[src/gpio_out_mux_defines.svh]
/*
 * Register indices, field positions and reset values of the pin output
 * source multiplexer. Assumes a byte-addressed bus with word registers: byte address is four
 * times the index.
 */
`ifndef GPIO_OUT_MUX_DEFINES_SVH
`define GPIO_OUT_MUX_DEFINES_SVH

`define PIN3_CTL_IDX 8'h13
`define PIN4_CTL_IDX 8'h14
`define PORT_CFG_IDX 8'h20
`define PIN_STAT_IDX 8'h21

`define CTL_EN_BIT 0
`define CTL_VAL_BIT 1
`define CTL_SRC_LSB 2
`define CTL_SRC_MSB 4
`define CTL_SEL_LSB 5
`define CTL_SEL_MSB 7

`define CFG_RXEN_LSB 0
`define CFG_TX0_LSB 4
`define CFG_TX1_LSB 8

`define CTL_RST 8'h00
`define CFG_RST 12'h000

`endif

[src/gpio_out_mux_pkg.sv]
/*
 * Types shared by the pin output source multiplexer.
 * Assumes nothing of its surroundings.
 */
package gpio_out_mux_pkg;

    typedef enum logic [2:0] {
        SRC_RX0 = 3'h0,
        SRC_RX1 = 3'h1,
        SRC_RX2 = 3'h2,
        SRC_RX3 = 3'h3,
        SRC_STATUS = 3'h4,
        SRC_RSVD = 3'h5,
        SRC_TX0 = 3'h6,
        SRC_TX1 = 3'h7
    } source_domain_e;

    typedef logic [7:0] pin_ctl_t;

endpackage

[src/gpio_output_source_mux.sv]
/*
 * Output source selection for two general-purpose pins, with their control
 * registers and a port configuration register behind a classic Wishbone
 * slave. Assumes all status inputs are synchronous to CLK_SYS.
 */
`include "gpio_out_mux_defines.svh"
`timescale 1ns/1ps
`default_nettype none

// Function
// - source field bits 4:2 picks rx port 0-3, status, reserved, tx port 0-1.
// - selector field bits 7:5 picks the signal, meaning set by source.
// - rx source: 0xx remote pin, 100 lock, 101 pass, 110 frame, 111 line.
// - status source: 000 value bit, 001 OR of enabled locks, 010 AND.
// - status source selector 011 gives AND of pass across enabled ports.
// - tx source: one code gives the tx interrupt, 101 to 111 are reserved.
// - value bit 1 is the level driven when local value is selected.
// - next pin control register sits at 0x14, resets to 0x00.
module gpio_output_source_mux (
    input wire logic CLK_SYS,
    input wire logic RST_N,
    input wire logic CYC_I,
    input wire logic STB_I,
    input wire logic WE_I,
    input wire logic [9:0] ADR_I,
    input wire logic [3:0] SEL_I,
    input wire logic [31:0] DAT_I,
    output logic [31:0] DAT_O,
    output logic ACK_O,
    input wire logic [15:0] RX_REMOTE_PINS,
    input wire logic [3:0] RX_LOCK,
    input wire logic [3:0] RX_PASS,
    input wire logic [3:0] RX_FRAME_VALID,
    input wire logic [3:0] RX_LINE_VALID,
    input wire logic [1:0] TX_FRAME_VALID,
    input wire logic [1:0] TX_LINE_VALID,
    input wire logic [1:0] TX_INTERRUPT,
    output logic PIN3_OUT,
    output logic PIN3_OE_N,
    output logic PIN4_OUT,
    output logic PIN4_OE_N
);

    gpio_out_mux_pkg::pin_ctl_t ctl_q [2];
    gpio_out_mux_pkg::pin_ctl_t ctl_d [2];
    logic [11:0] cfg_q;
    logic [11:0] cfg_d;
    logic ack_q;
    logic ack_d;
    logic [31:0] dat_q;
    logic [31:0] dat_d;
    logic [1:0] out_q;
    logic [1:0] out_d;
    logic [1:0] oe_n_q;
    logic [1:0] oe_n_d;
    logic req;
    logic wr_now;
    logic [7:0] idx;
    logic aligned;

    // signal picked by one control byte; reserved codes yield 0
    function automatic logic pick(
        input gpio_out_mux_pkg::pin_ctl_t ctl,
        input logic [11:0] cfg,
        input logic [15:0] rpin,
        input logic [3:0] lock,
        input logic [3:0] pass,
        input logic [3:0] fv,
        input logic [3:0] lv,
        input logic [1:0] tfv,
        input logic [1:0] tlv,
        input logic [1:0] tint
    );
        gpio_out_mux_pkg::source_domain_e src;
        logic [2:0] sel;
        logic [1:0] p;
        logic t;
        logic [3:0] en;
        logic [3:0] m;
        logic r;
        src = gpio_out_mux_pkg::source_domain_e'(ctl[`CTL_SRC_MSB:`CTL_SRC_LSB]);
        sel = ctl[`CTL_SEL_MSB:`CTL_SEL_LSB];
        p = src[1:0];
        t = src[0];
        en = cfg[`CFG_RXEN_LSB +: 4];
        m = t ? cfg[`CFG_TX1_LSB +: 4] : cfg[`CFG_TX0_LSB +: 4];
        r = 1'b0;
        case (src)
            gpio_out_mux_pkg::SRC_RX0,
            gpio_out_mux_pkg::SRC_RX1,
            gpio_out_mux_pkg::SRC_RX2,
            gpio_out_mux_pkg::SRC_RX3: begin
                case (sel)
                    3'h4: r = lock[p];
                    3'h5: r = pass[p];
                    3'h6: r = fv[p];
                    3'h7: r = lv[p];
                    default: r = rpin[{p, sel[1:0]}];
                endcase
            end
            gpio_out_mux_pkg::SRC_STATUS: begin
                case (sel)
                    3'h0: r = ctl[`CTL_VAL_BIT];
                    3'h1: r = |(lock & en);
                    // no enabled port means no AND indication
                    3'h2: r = (|en) & (&(lock | ~en));
                    3'h3: r = (|en) & (&(pass | ~en));
                    default: r = 1'b0;
                endcase
            end
            gpio_out_mux_pkg::SRC_TX0,
            gpio_out_mux_pkg::SRC_TX1: begin
                case (sel)
                    3'h0: r = (|m) & (&(pass | ~m));
                    3'h1: r = |(pass & m);
                    3'h2: r = tfv[t];
                    3'h3: r = tlv[t] & tfv[t];
                    3'h4: r = tint[t];
                    default: r = 1'b0;
                endcase
            end
            default: r = 1'b0;
        endcase
        return r;
    endfunction

    assign req = CYC_I & STB_I;
    assign idx = ADR_I[9:2];
    assign aligned = (ADR_I[1:0] == 2'h0);
    // writes land on the edge where the master sees ack
    assign wr_now = req & WE_I & ack_q & aligned;

    always_comb begin
        ack_d = req & ~ack_q;
        dat_d = dat_q;
        if (req & ~ack_q) begin
            dat_d = 32'h0000_0000;
            if (aligned) begin
                case (idx)
                    `PIN3_CTL_IDX: dat_d[7:0] = ctl_q[0];
                    `PIN4_CTL_IDX: dat_d[7:0] = ctl_q[1];
                    `PORT_CFG_IDX: dat_d[11:0] = cfg_q;
                    `PIN_STAT_IDX: dat_d[3:0] = {oe_n_q, out_q};
                    default: dat_d = 32'h0000_0000;
                endcase
            end
        end
    end

    always_ff @(posedge CLK_SYS or negedge RST_N) begin
        if (!RST_N) begin
            ack_q <= 1'b0;
            dat_q <= 32'h0000_0000;
        end else begin
            ack_q <= ack_d;
            dat_q <= dat_d;
        end
    end

    assign ACK_O = ack_q;
    assign DAT_O = dat_q;

    always_comb begin
        ctl_d[0] = ctl_q[0];
        ctl_d[1] = ctl_q[1];
        cfg_d = cfg_q;
        if (wr_now) begin
            if (idx == `PIN3_CTL_IDX && SEL_I[0]) begin
                ctl_d[0] = DAT_I[7:0];
            end
            if (idx == `PIN4_CTL_IDX && SEL_I[0]) begin
                ctl_d[1] = DAT_I[7:0];
            end
            if (idx == `PORT_CFG_IDX) begin
                if (SEL_I[0]) begin
                    cfg_d[7:0] = DAT_I[7:0];
                end
                if (SEL_I[1]) begin
                    cfg_d[11:8] = DAT_I[11:8];
                end
            end
        end
    end

    always_ff @(posedge CLK_SYS or negedge RST_N) begin
        if (!RST_N) begin
            ctl_q[0] <= `CTL_RST;
            ctl_q[1] <= `CTL_RST;
            cfg_q <= `CFG_RST;
        end else begin
            ctl_q[0] <= ctl_d[0];
            ctl_q[1] <= ctl_d[1];
            cfg_q <= cfg_d;
        end
    end

    // pin level is forced low while released so the pad never floats a stale level
    always_comb begin
        for (int i = 0; i < 2; i++) begin
            oe_n_d[i] = ~ctl_q[i][`CTL_EN_BIT];
            out_d[i] = ctl_q[i][`CTL_EN_BIT] & pick(ctl_q[i], cfg_q, RX_REMOTE_PINS, RX_LOCK, RX_PASS,
                RX_FRAME_VALID, RX_LINE_VALID, TX_FRAME_VALID, TX_LINE_VALID, TX_INTERRUPT);
        end
    end

    always_ff @(posedge CLK_SYS or negedge RST_N) begin
        if (!RST_N) begin
            out_q <= 2'h0;
            oe_n_q <= 2'h3;
        end else begin
            out_q <= out_d;
            oe_n_q <= oe_n_d;
        end
    end

    assign PIN3_OUT = out_q[0];
    assign PIN4_OUT = out_q[1];
    assign PIN3_OE_N = oe_n_q[0];
    assign PIN4_OE_N = oe_n_q[1];

    logic [2:0] src3;
    logic [2:0] sel3;
    logic en3;
    assign src3 = ctl_q[0][`CTL_SRC_MSB:`CTL_SRC_LSB];
    assign sel3 = ctl_q[0][`CTL_SEL_MSB:`CTL_SEL_LSB];
    assign en3 = ctl_q[0][`CTL_EN_BIT];
endmodule

`default_nettype wire

[config.mk]
export PLATFORM = sky130hd
export DESIGN_NAME = gpio_output_source_mux
export DESIGN_NICKNAME = d
export VERILOG_FILES = /design/src/gpio_out_mux_pkg.sv /design/src/gpio_output_source_mux.sv
export VERILOG_INCLUDE_DIRS = /design/src /design/src/src
export SDC_FILE = /design/constraint.sdc
export NUM_CORES = 1
export LEC_CHECK = 0
export ABC_AREA = 1
export ABC_CLOCK_PERIOD_IN_PS = 2350
export BUFFER_PORTS_ARGS = -buffer_cell sky130_fd_sc_hd__clkbuf_2
export CORE_ASPECT_RATIO = 0.6
export CORE_UTILIZATION = 40
export DETAILED_ROUTE_END_ITERATION = 10
export GPL_TIMING_DRIVEN = 0
export PLACE_DENSITY = 0.73
export SLEW_MARGIN = 10
export SYNTH_ARGS = -nofsm -noshare
export SYNTH_HDL_FRONTEND = slang
export SYNTH_SLANG_ARGS = --single-unit
[constraint.sdc]
create_clock -name CLK_SYS -period 2.35 [get_ports CLK_SYS]
set_clock_uncertainty 0.15 [all_clocks]
set_input_delay 0 -clock CLK_SYS [delete_from_list [all_inputs] [get_ports CLK_SYS]]
set_output_delay 0 -clock CLK_SYS [all_outputs]
set_load 0.02 [all_outputs]
== Yosys cells after proc, flatten, opt, wreduce, memory -nomap -nowiden ==
Index checks and enable logic that the tools add are counted.

* Multipliers: 0
* Shift operators: 0
* Equality and inequality tests: 30
* Reductions and logical operators: 25
* Add/subtract/negate cells: 0
* Muxes and demuxes: 46
* Magnitude comparators: 6
* Bitwise gates (word level): 26
* Divide/modulo/power cells: 0

{| class="wikitable"
|+ Operator list
! kind !! number
|-
| equality test 3 bit, second input constant || 14
|-
| OR reduction 4 bit || 8
|-
| equality test 3 x 2 -> 1 bit, second input constant || 8
|-
| two-way mux 1 bit || 22
|-
| binary-select mux 1 bit (select 2 bit) || 8
|-
| equality test 8 x 5 -> 1 bit, second input constant || 2
|-
| equality test 8 x 6 -> 1 bit, second input constant || 2
|-
| OR 4 bit || 4
|-
| one-hot mux 1 bit (4 select lines) || 4
|-
| one-hot mux 4 bit (4 select lines) || 1
|-
| AND reduction 4 bit || 4
|-
| bitwise AND 1 bit || 13
|-
| bitwise AND 4 bit || 3
|-
| equality test 3 x 1 -> 1 bit, second input constant || 4
|-
| logical NOT 3 bit || 4
|-
| two-way mux 12 bit || 1
|-
| two-way mux 4 bit || 3
|-
| NOT 4 bit || 3
|-
| one-hot mux 4 bit (3 select lines) || 1
|-
| < comparator 4 x 5 -> 1 bit, second input constant || 2
|-
| one-hot mux 1 bit (5 select lines) || 2
|-
| binary-select mux 1 bit (select 4 bit) || 2
|-
| < comparator 2 x 3 -> 1 bit, second input constant || 2
|-
| one-hot mux 1 bit (3 select lines) || 2
|-
| 7 further kinds || 14
|}

* Register bits after elaboration: 65
* Latch bits: 0
* Word-level logic and storage cells: 141
* Bits in writable memories: 0
* Memories: 0
* ROM bits: 0

== Depth between registers and ports, before layout ==
* Depth after elaboration: 8
* Gate-level depth with buffers: 13
* Depth with buffers taken out: 13

== Least setup slack after synthesis ==
No wires, ideal clock.

* Kind: reg2reg
* Start: reg ack_q, in the netlist ACK_O
* End: reg cfg_q[5]
* Cell stages (with the launch flop): 8
* Setup time: 126 ps
* Setup slack: 813 ps
* Arrival: 1261 ps
* Cell sequence: dfrtp_1 -> nand2_1 -> nor4_2 -> and2_2 -> nand2_4 -> buf_6 -> nand2_1 -> o21ai_0

* Longest elaborated chain between the ends: 3

{| class="wikitable"
|+ RTL lines
! what !! RTL line !! text
|-
| from (decl) || gpio_output_source_mux.sv:48 || <nowiki>logic ack_q;</nowiki>
|-
| from (signal assigned) || gpio_output_source_mux.sv:155 || <nowiki>ack_q <= ack_d;</nowiki>
|-
| bitwise AND 1 bit (2 in a row) || gpio_output_source_mux.sv:131 || <nowiki>assign wr_now = req & WE_I & ack_q & aligned;</nowiki>
|-
| AND reduction 3 bit (no source line) || - ||
|-
| to (signal assigned) || gpio_output_source_mux.sv:189 || <nowiki>cfg_q <= `CFG_RST;</nowiki>
|-
| to (signal assigned) || gpio_output_source_mux.sv:193 || <nowiki>cfg_q <= cfg_d;</nowiki>
|-
| to (decl) || gpio_output_source_mux.sv:46 || <nowiki>logic [11:0] cfg_q;</nowiki>
|}

Every way passes these cells.
A chain may end at the register's enable or synchronous reset.

== Final worst setup path ==
* Start: in STB_I
* End: reg dat_q[1], in the netlist DAT_O[1]

* Longest elaborated chain between the ends: 2

{| class="wikitable"
|+ RTL lines
! what !! RTL line !! text
|-
| from (decl) || gpio_output_source_mux.sv:23 || <nowiki>input wire logic STB_I,</nowiki>
|-
| bitwise AND 1 bit || gpio_output_source_mux.sv:127 || <nowiki>assign req = CYC_I & STB_I;</nowiki>
|-
| bitwise AND 1 bit || - ||
|-
| named net ack_d || gpio_output_source_mux.sv:49 || <nowiki>logic ack_d;</nowiki>
|-
| to (signal assigned) || gpio_output_source_mux.sv:156 || <nowiki>dat_q <= dat_d;</nowiki>
|-
| to (decl) || gpio_output_source_mux.sv:50 || <nowiki>logic [31:0] dat_q;</nowiki>
|}

The timed path passes the listed nets, and every way through them passes these cells.

==> results.json <==
{
  "status": "finished clean",
  "worst_hold_path_type": "in2reg",
  "cp.depth": 11,
  "die_w_um": 123,
  "grtUsageTotal_pct": 26.6,
  "power_mw": 1.71,
  "tightest_slew_ps": 1040,
  "holdPathStages": 3,
  "remaining_drc_errors": 0,
  "crit_top_cell": "nand2_1",
  "fin_tns_setup_ps": 0,
  "coreArea_mm2": 0.00852,
  "cts_tree": "yes",
  "path_class": "in2reg",
  "first_iter_violations": 476,
  "ys_ff_latch": 45,
  "hpwl_um": 9290,
  "crit_buf_inv": 4,
  "grt_pass1_vias": 3637,
  "die_area_mm2": 0.00919,
  "start_util_pct": 41.3,
  "area_growth_pct": 26.2,
  "final_hold_viol_count": 0,
  "avgSynthCellArea_um2": 6.00,
  "diodes": 0,
  "wirelength_um": 11800,
  "endpoint_kind": "register",
  "r2r_slack_ps": 440,
  "antenna_left": 0,
  "place.gp.congestion": 0.940,
  "worstPathMaxFanout": 5,
  "arrival_ps": 2110,
  "syn_area_mm2": 0.00352,
  "dr.pass1.iters": 5,
  "final_cell_mix": "249 x nand2_1, 82 x clkbuf_2, 61 x inv_1, 59 x o21ai_0, 49 x nor2_1",
  "worstPathCellList": "dlygate4sd3_1 > clkbuf_2 > nand2_1 > dlygate4sd3_1 > nor2_1 > nand2_1 > inv_1 > nand2_1 > nand2_1 > o21ai_0 > nand2_1",
  "fin_crit_sh_pct": 86.5,
  "critPathSlowestCell": "dlygate4sd3_1",
  "row_count": 26,
  "final_nets": 800,
  "rsz0062_at_grt": "false",
  "clkSinkCount": 45,
  "clockBufferDepth": 2,
  "ios": 126,
  "cts_made_buffers": 5,
  "clk_pin_slew_worst_paths_ps": 60,
  "cp-start-kind": "primary input",
  "fp.dieH_um": 74.7,
  "grt_max_degree": 46,
  "antenna_found_initial": 0,
  "ys_warn_count": 0,
  "worstPathRequired_ps": 2420,
  "final_common_cell": "nand2_1",
  "ir_worst_vdd_v": 0.000291,
  "vias_per_cell": 4.97,
  "grt_pass1_wl_um": 18400,
  "synthesis.instances": 587,
  "critPathMaxStageDelay_ps": 550,
  "fmax_ghz": 0.492,
  "io_buffer_count": 83,
  "ff2ff_path_depth": 10,
  "p_leak_nw": 2.53,
  "htree_levels": 2,
  "cap_violations": 0,
  "p_per_area_mw_per_mm2": 385,
  "slew_violations": 0,
  "postCtsSetupRepairBufs": 0,
  "setup_viol": 0,
  "wl_per_cell_um": 14.4,
  "timing.slew.headroom_pct": 30.9,
  "critical-path-top-delay-family": "buffers and inverters",
  "ys_seq_area_share_pct": 32.1,
  "synth.distinct_cells": 23,
  "root_buffer": "clkbuf_16",
  "min_period_ps": 2030,
  "drive_above_1_share_pct": 19.5,
  "worstSkewPairLatency_ps": 290,
  "via_count": 4096,
  "overflow": 0
}
worst reg2reg max path, stage by stage (launching register included):
cell and delay [ps]:
dfrtp_1 350, buf_2 170, buf_2 220, nand2_1 80, nand2_1 80, nand2_1 60
o21ai_0 110, a21oi_1 170, nand3_1 130, a21oi_1 210, nor2_1 60
flip-flops by register name (all words and copies together) (netlist names):
| register | flops |
|---|---|
| cfg_q | 12 |
| DAT_O | 12 |
| oe_n_q | 2 |
| ACK_O | 1 |
| ctl_q | 16 |
| out_q | 2 |
metrics by stage:
stage | cells | utilization, % | hold slack, ps | setup slack (ps) | instance area [µm²]
floorplan | 606 | - | -446 | 813 | 3590
global placement | 801 | 48.7 | 89.4 | 518 | 4150
detailed placement | 801 | 48.7 | 114 | 539 | 4150
CTS | 824 | 52.1 | 26.5 | 362 | 4440
global route | 824 | 52.1 | 68.0 | 182 | 4440
finish | 824 | 52.1 | 40.3 | 316 | 4440
layout make-up:
cell class	count	area [µm²]
inverters	65	244
repair buffers	98	566
clock buffers	6	129
multi-input cells	459	1950
plain buffers	37	268
fillers	886	4080
well taps	112	140
flip-flops and latches	45	1130
clock inverters	2	16.3
repair_timing:
action / in CTS / in global routing
endpoints found under the hold margin: 72 / 0
hold buffers: 15 / 0
gates resized for setup: 0 / 0
cells by family after synthesis:
| family | count (synthesis) | synth area share, % |
|---|---|---|
| DFF | 45 | 32.1 |
| buffers and inverters | 102 | 14.5 |
| and+or+nand+nor | 350 | 40.4 |
| other | 1 | 0.107 |
| AOI/OAI and AO/OA | 89 | 12.9 |
layer usage:
layer  share of wire, %  vias to the layer above  global-route usage [%]
met5                  0                        -                       0
met4               0.75                        0                    3.48
met3                 10                       16                    5.15
met2                 40                      180                    38.3
met1                 49                     1852                    41.8
li1                   -                     2048                       -
power by group:
group | total (mW) | switching, mW | internal, mW
Combinational | 0.235 | 0.134 | 0.101
Clock | 0.698 | 0.302 | 0.396
Sequential | 0.777 | 0.00106 | 0.776
Total | 1.71 | 0.437 | 1.27
cell usage after synthesis:
| cell | n | area share (%) |
|---|---|---|
| nand2_4 | 3 | 0.96 |
| a21oi_1 | 18 | 2.6 |
| inv_2 | 4 | 0.43 |
| clkbuf_1 | 1 | 0.11 |
| o21ai_0 | 59 | 8.4 |
| dfrtp_1 | 43 | 31 |
| nor3_2 | 1 | 0.28 |
| dfstp_2 | 2 | 1.5 |
| nor4_2 | 2 | 0.71 |
| nand2_1 | 249 | 27 |
| inv_1 | 61 | 6.5 |
| nand4_1 | 2 | 0.36 |
| o21ai_1 | 6 | 0.85 |
| nor2_1 | 49 | 5.2 |
| nand3_1 | 39 | 5.5 |
| conb_1 | 1 | 0.11 |
| buf_4 | 21 | 4.5 |
| o21bai_1 | 1 | 0.21 |
| buf_6 | 5 | 1.6 |
| o22ai_1 | 5 | 0.89 |
| nor3_1 | 4 | 0.57 |
| buf_2 | 10 | 1.4 |
| and2_2 | 1 | 0.21 |
final timing paths:
| kind | from | end |
|---|---|---|
| worst min register to register | DAT_O[0] | DAT_O[0] |
| worst min-delay path | SEL_I[1] | cfg_q[9] |
| worst max-delay path | STB_I | DAT_O[1] |
| max in group asynchronous | RST_N | cfg_q[0] |
| worst max register to register | ctl_q[2] | out_q[1] |
| min in group asynchronous | RST_N | cfg_q[10] |
Power figures use the tool's default switching activity.
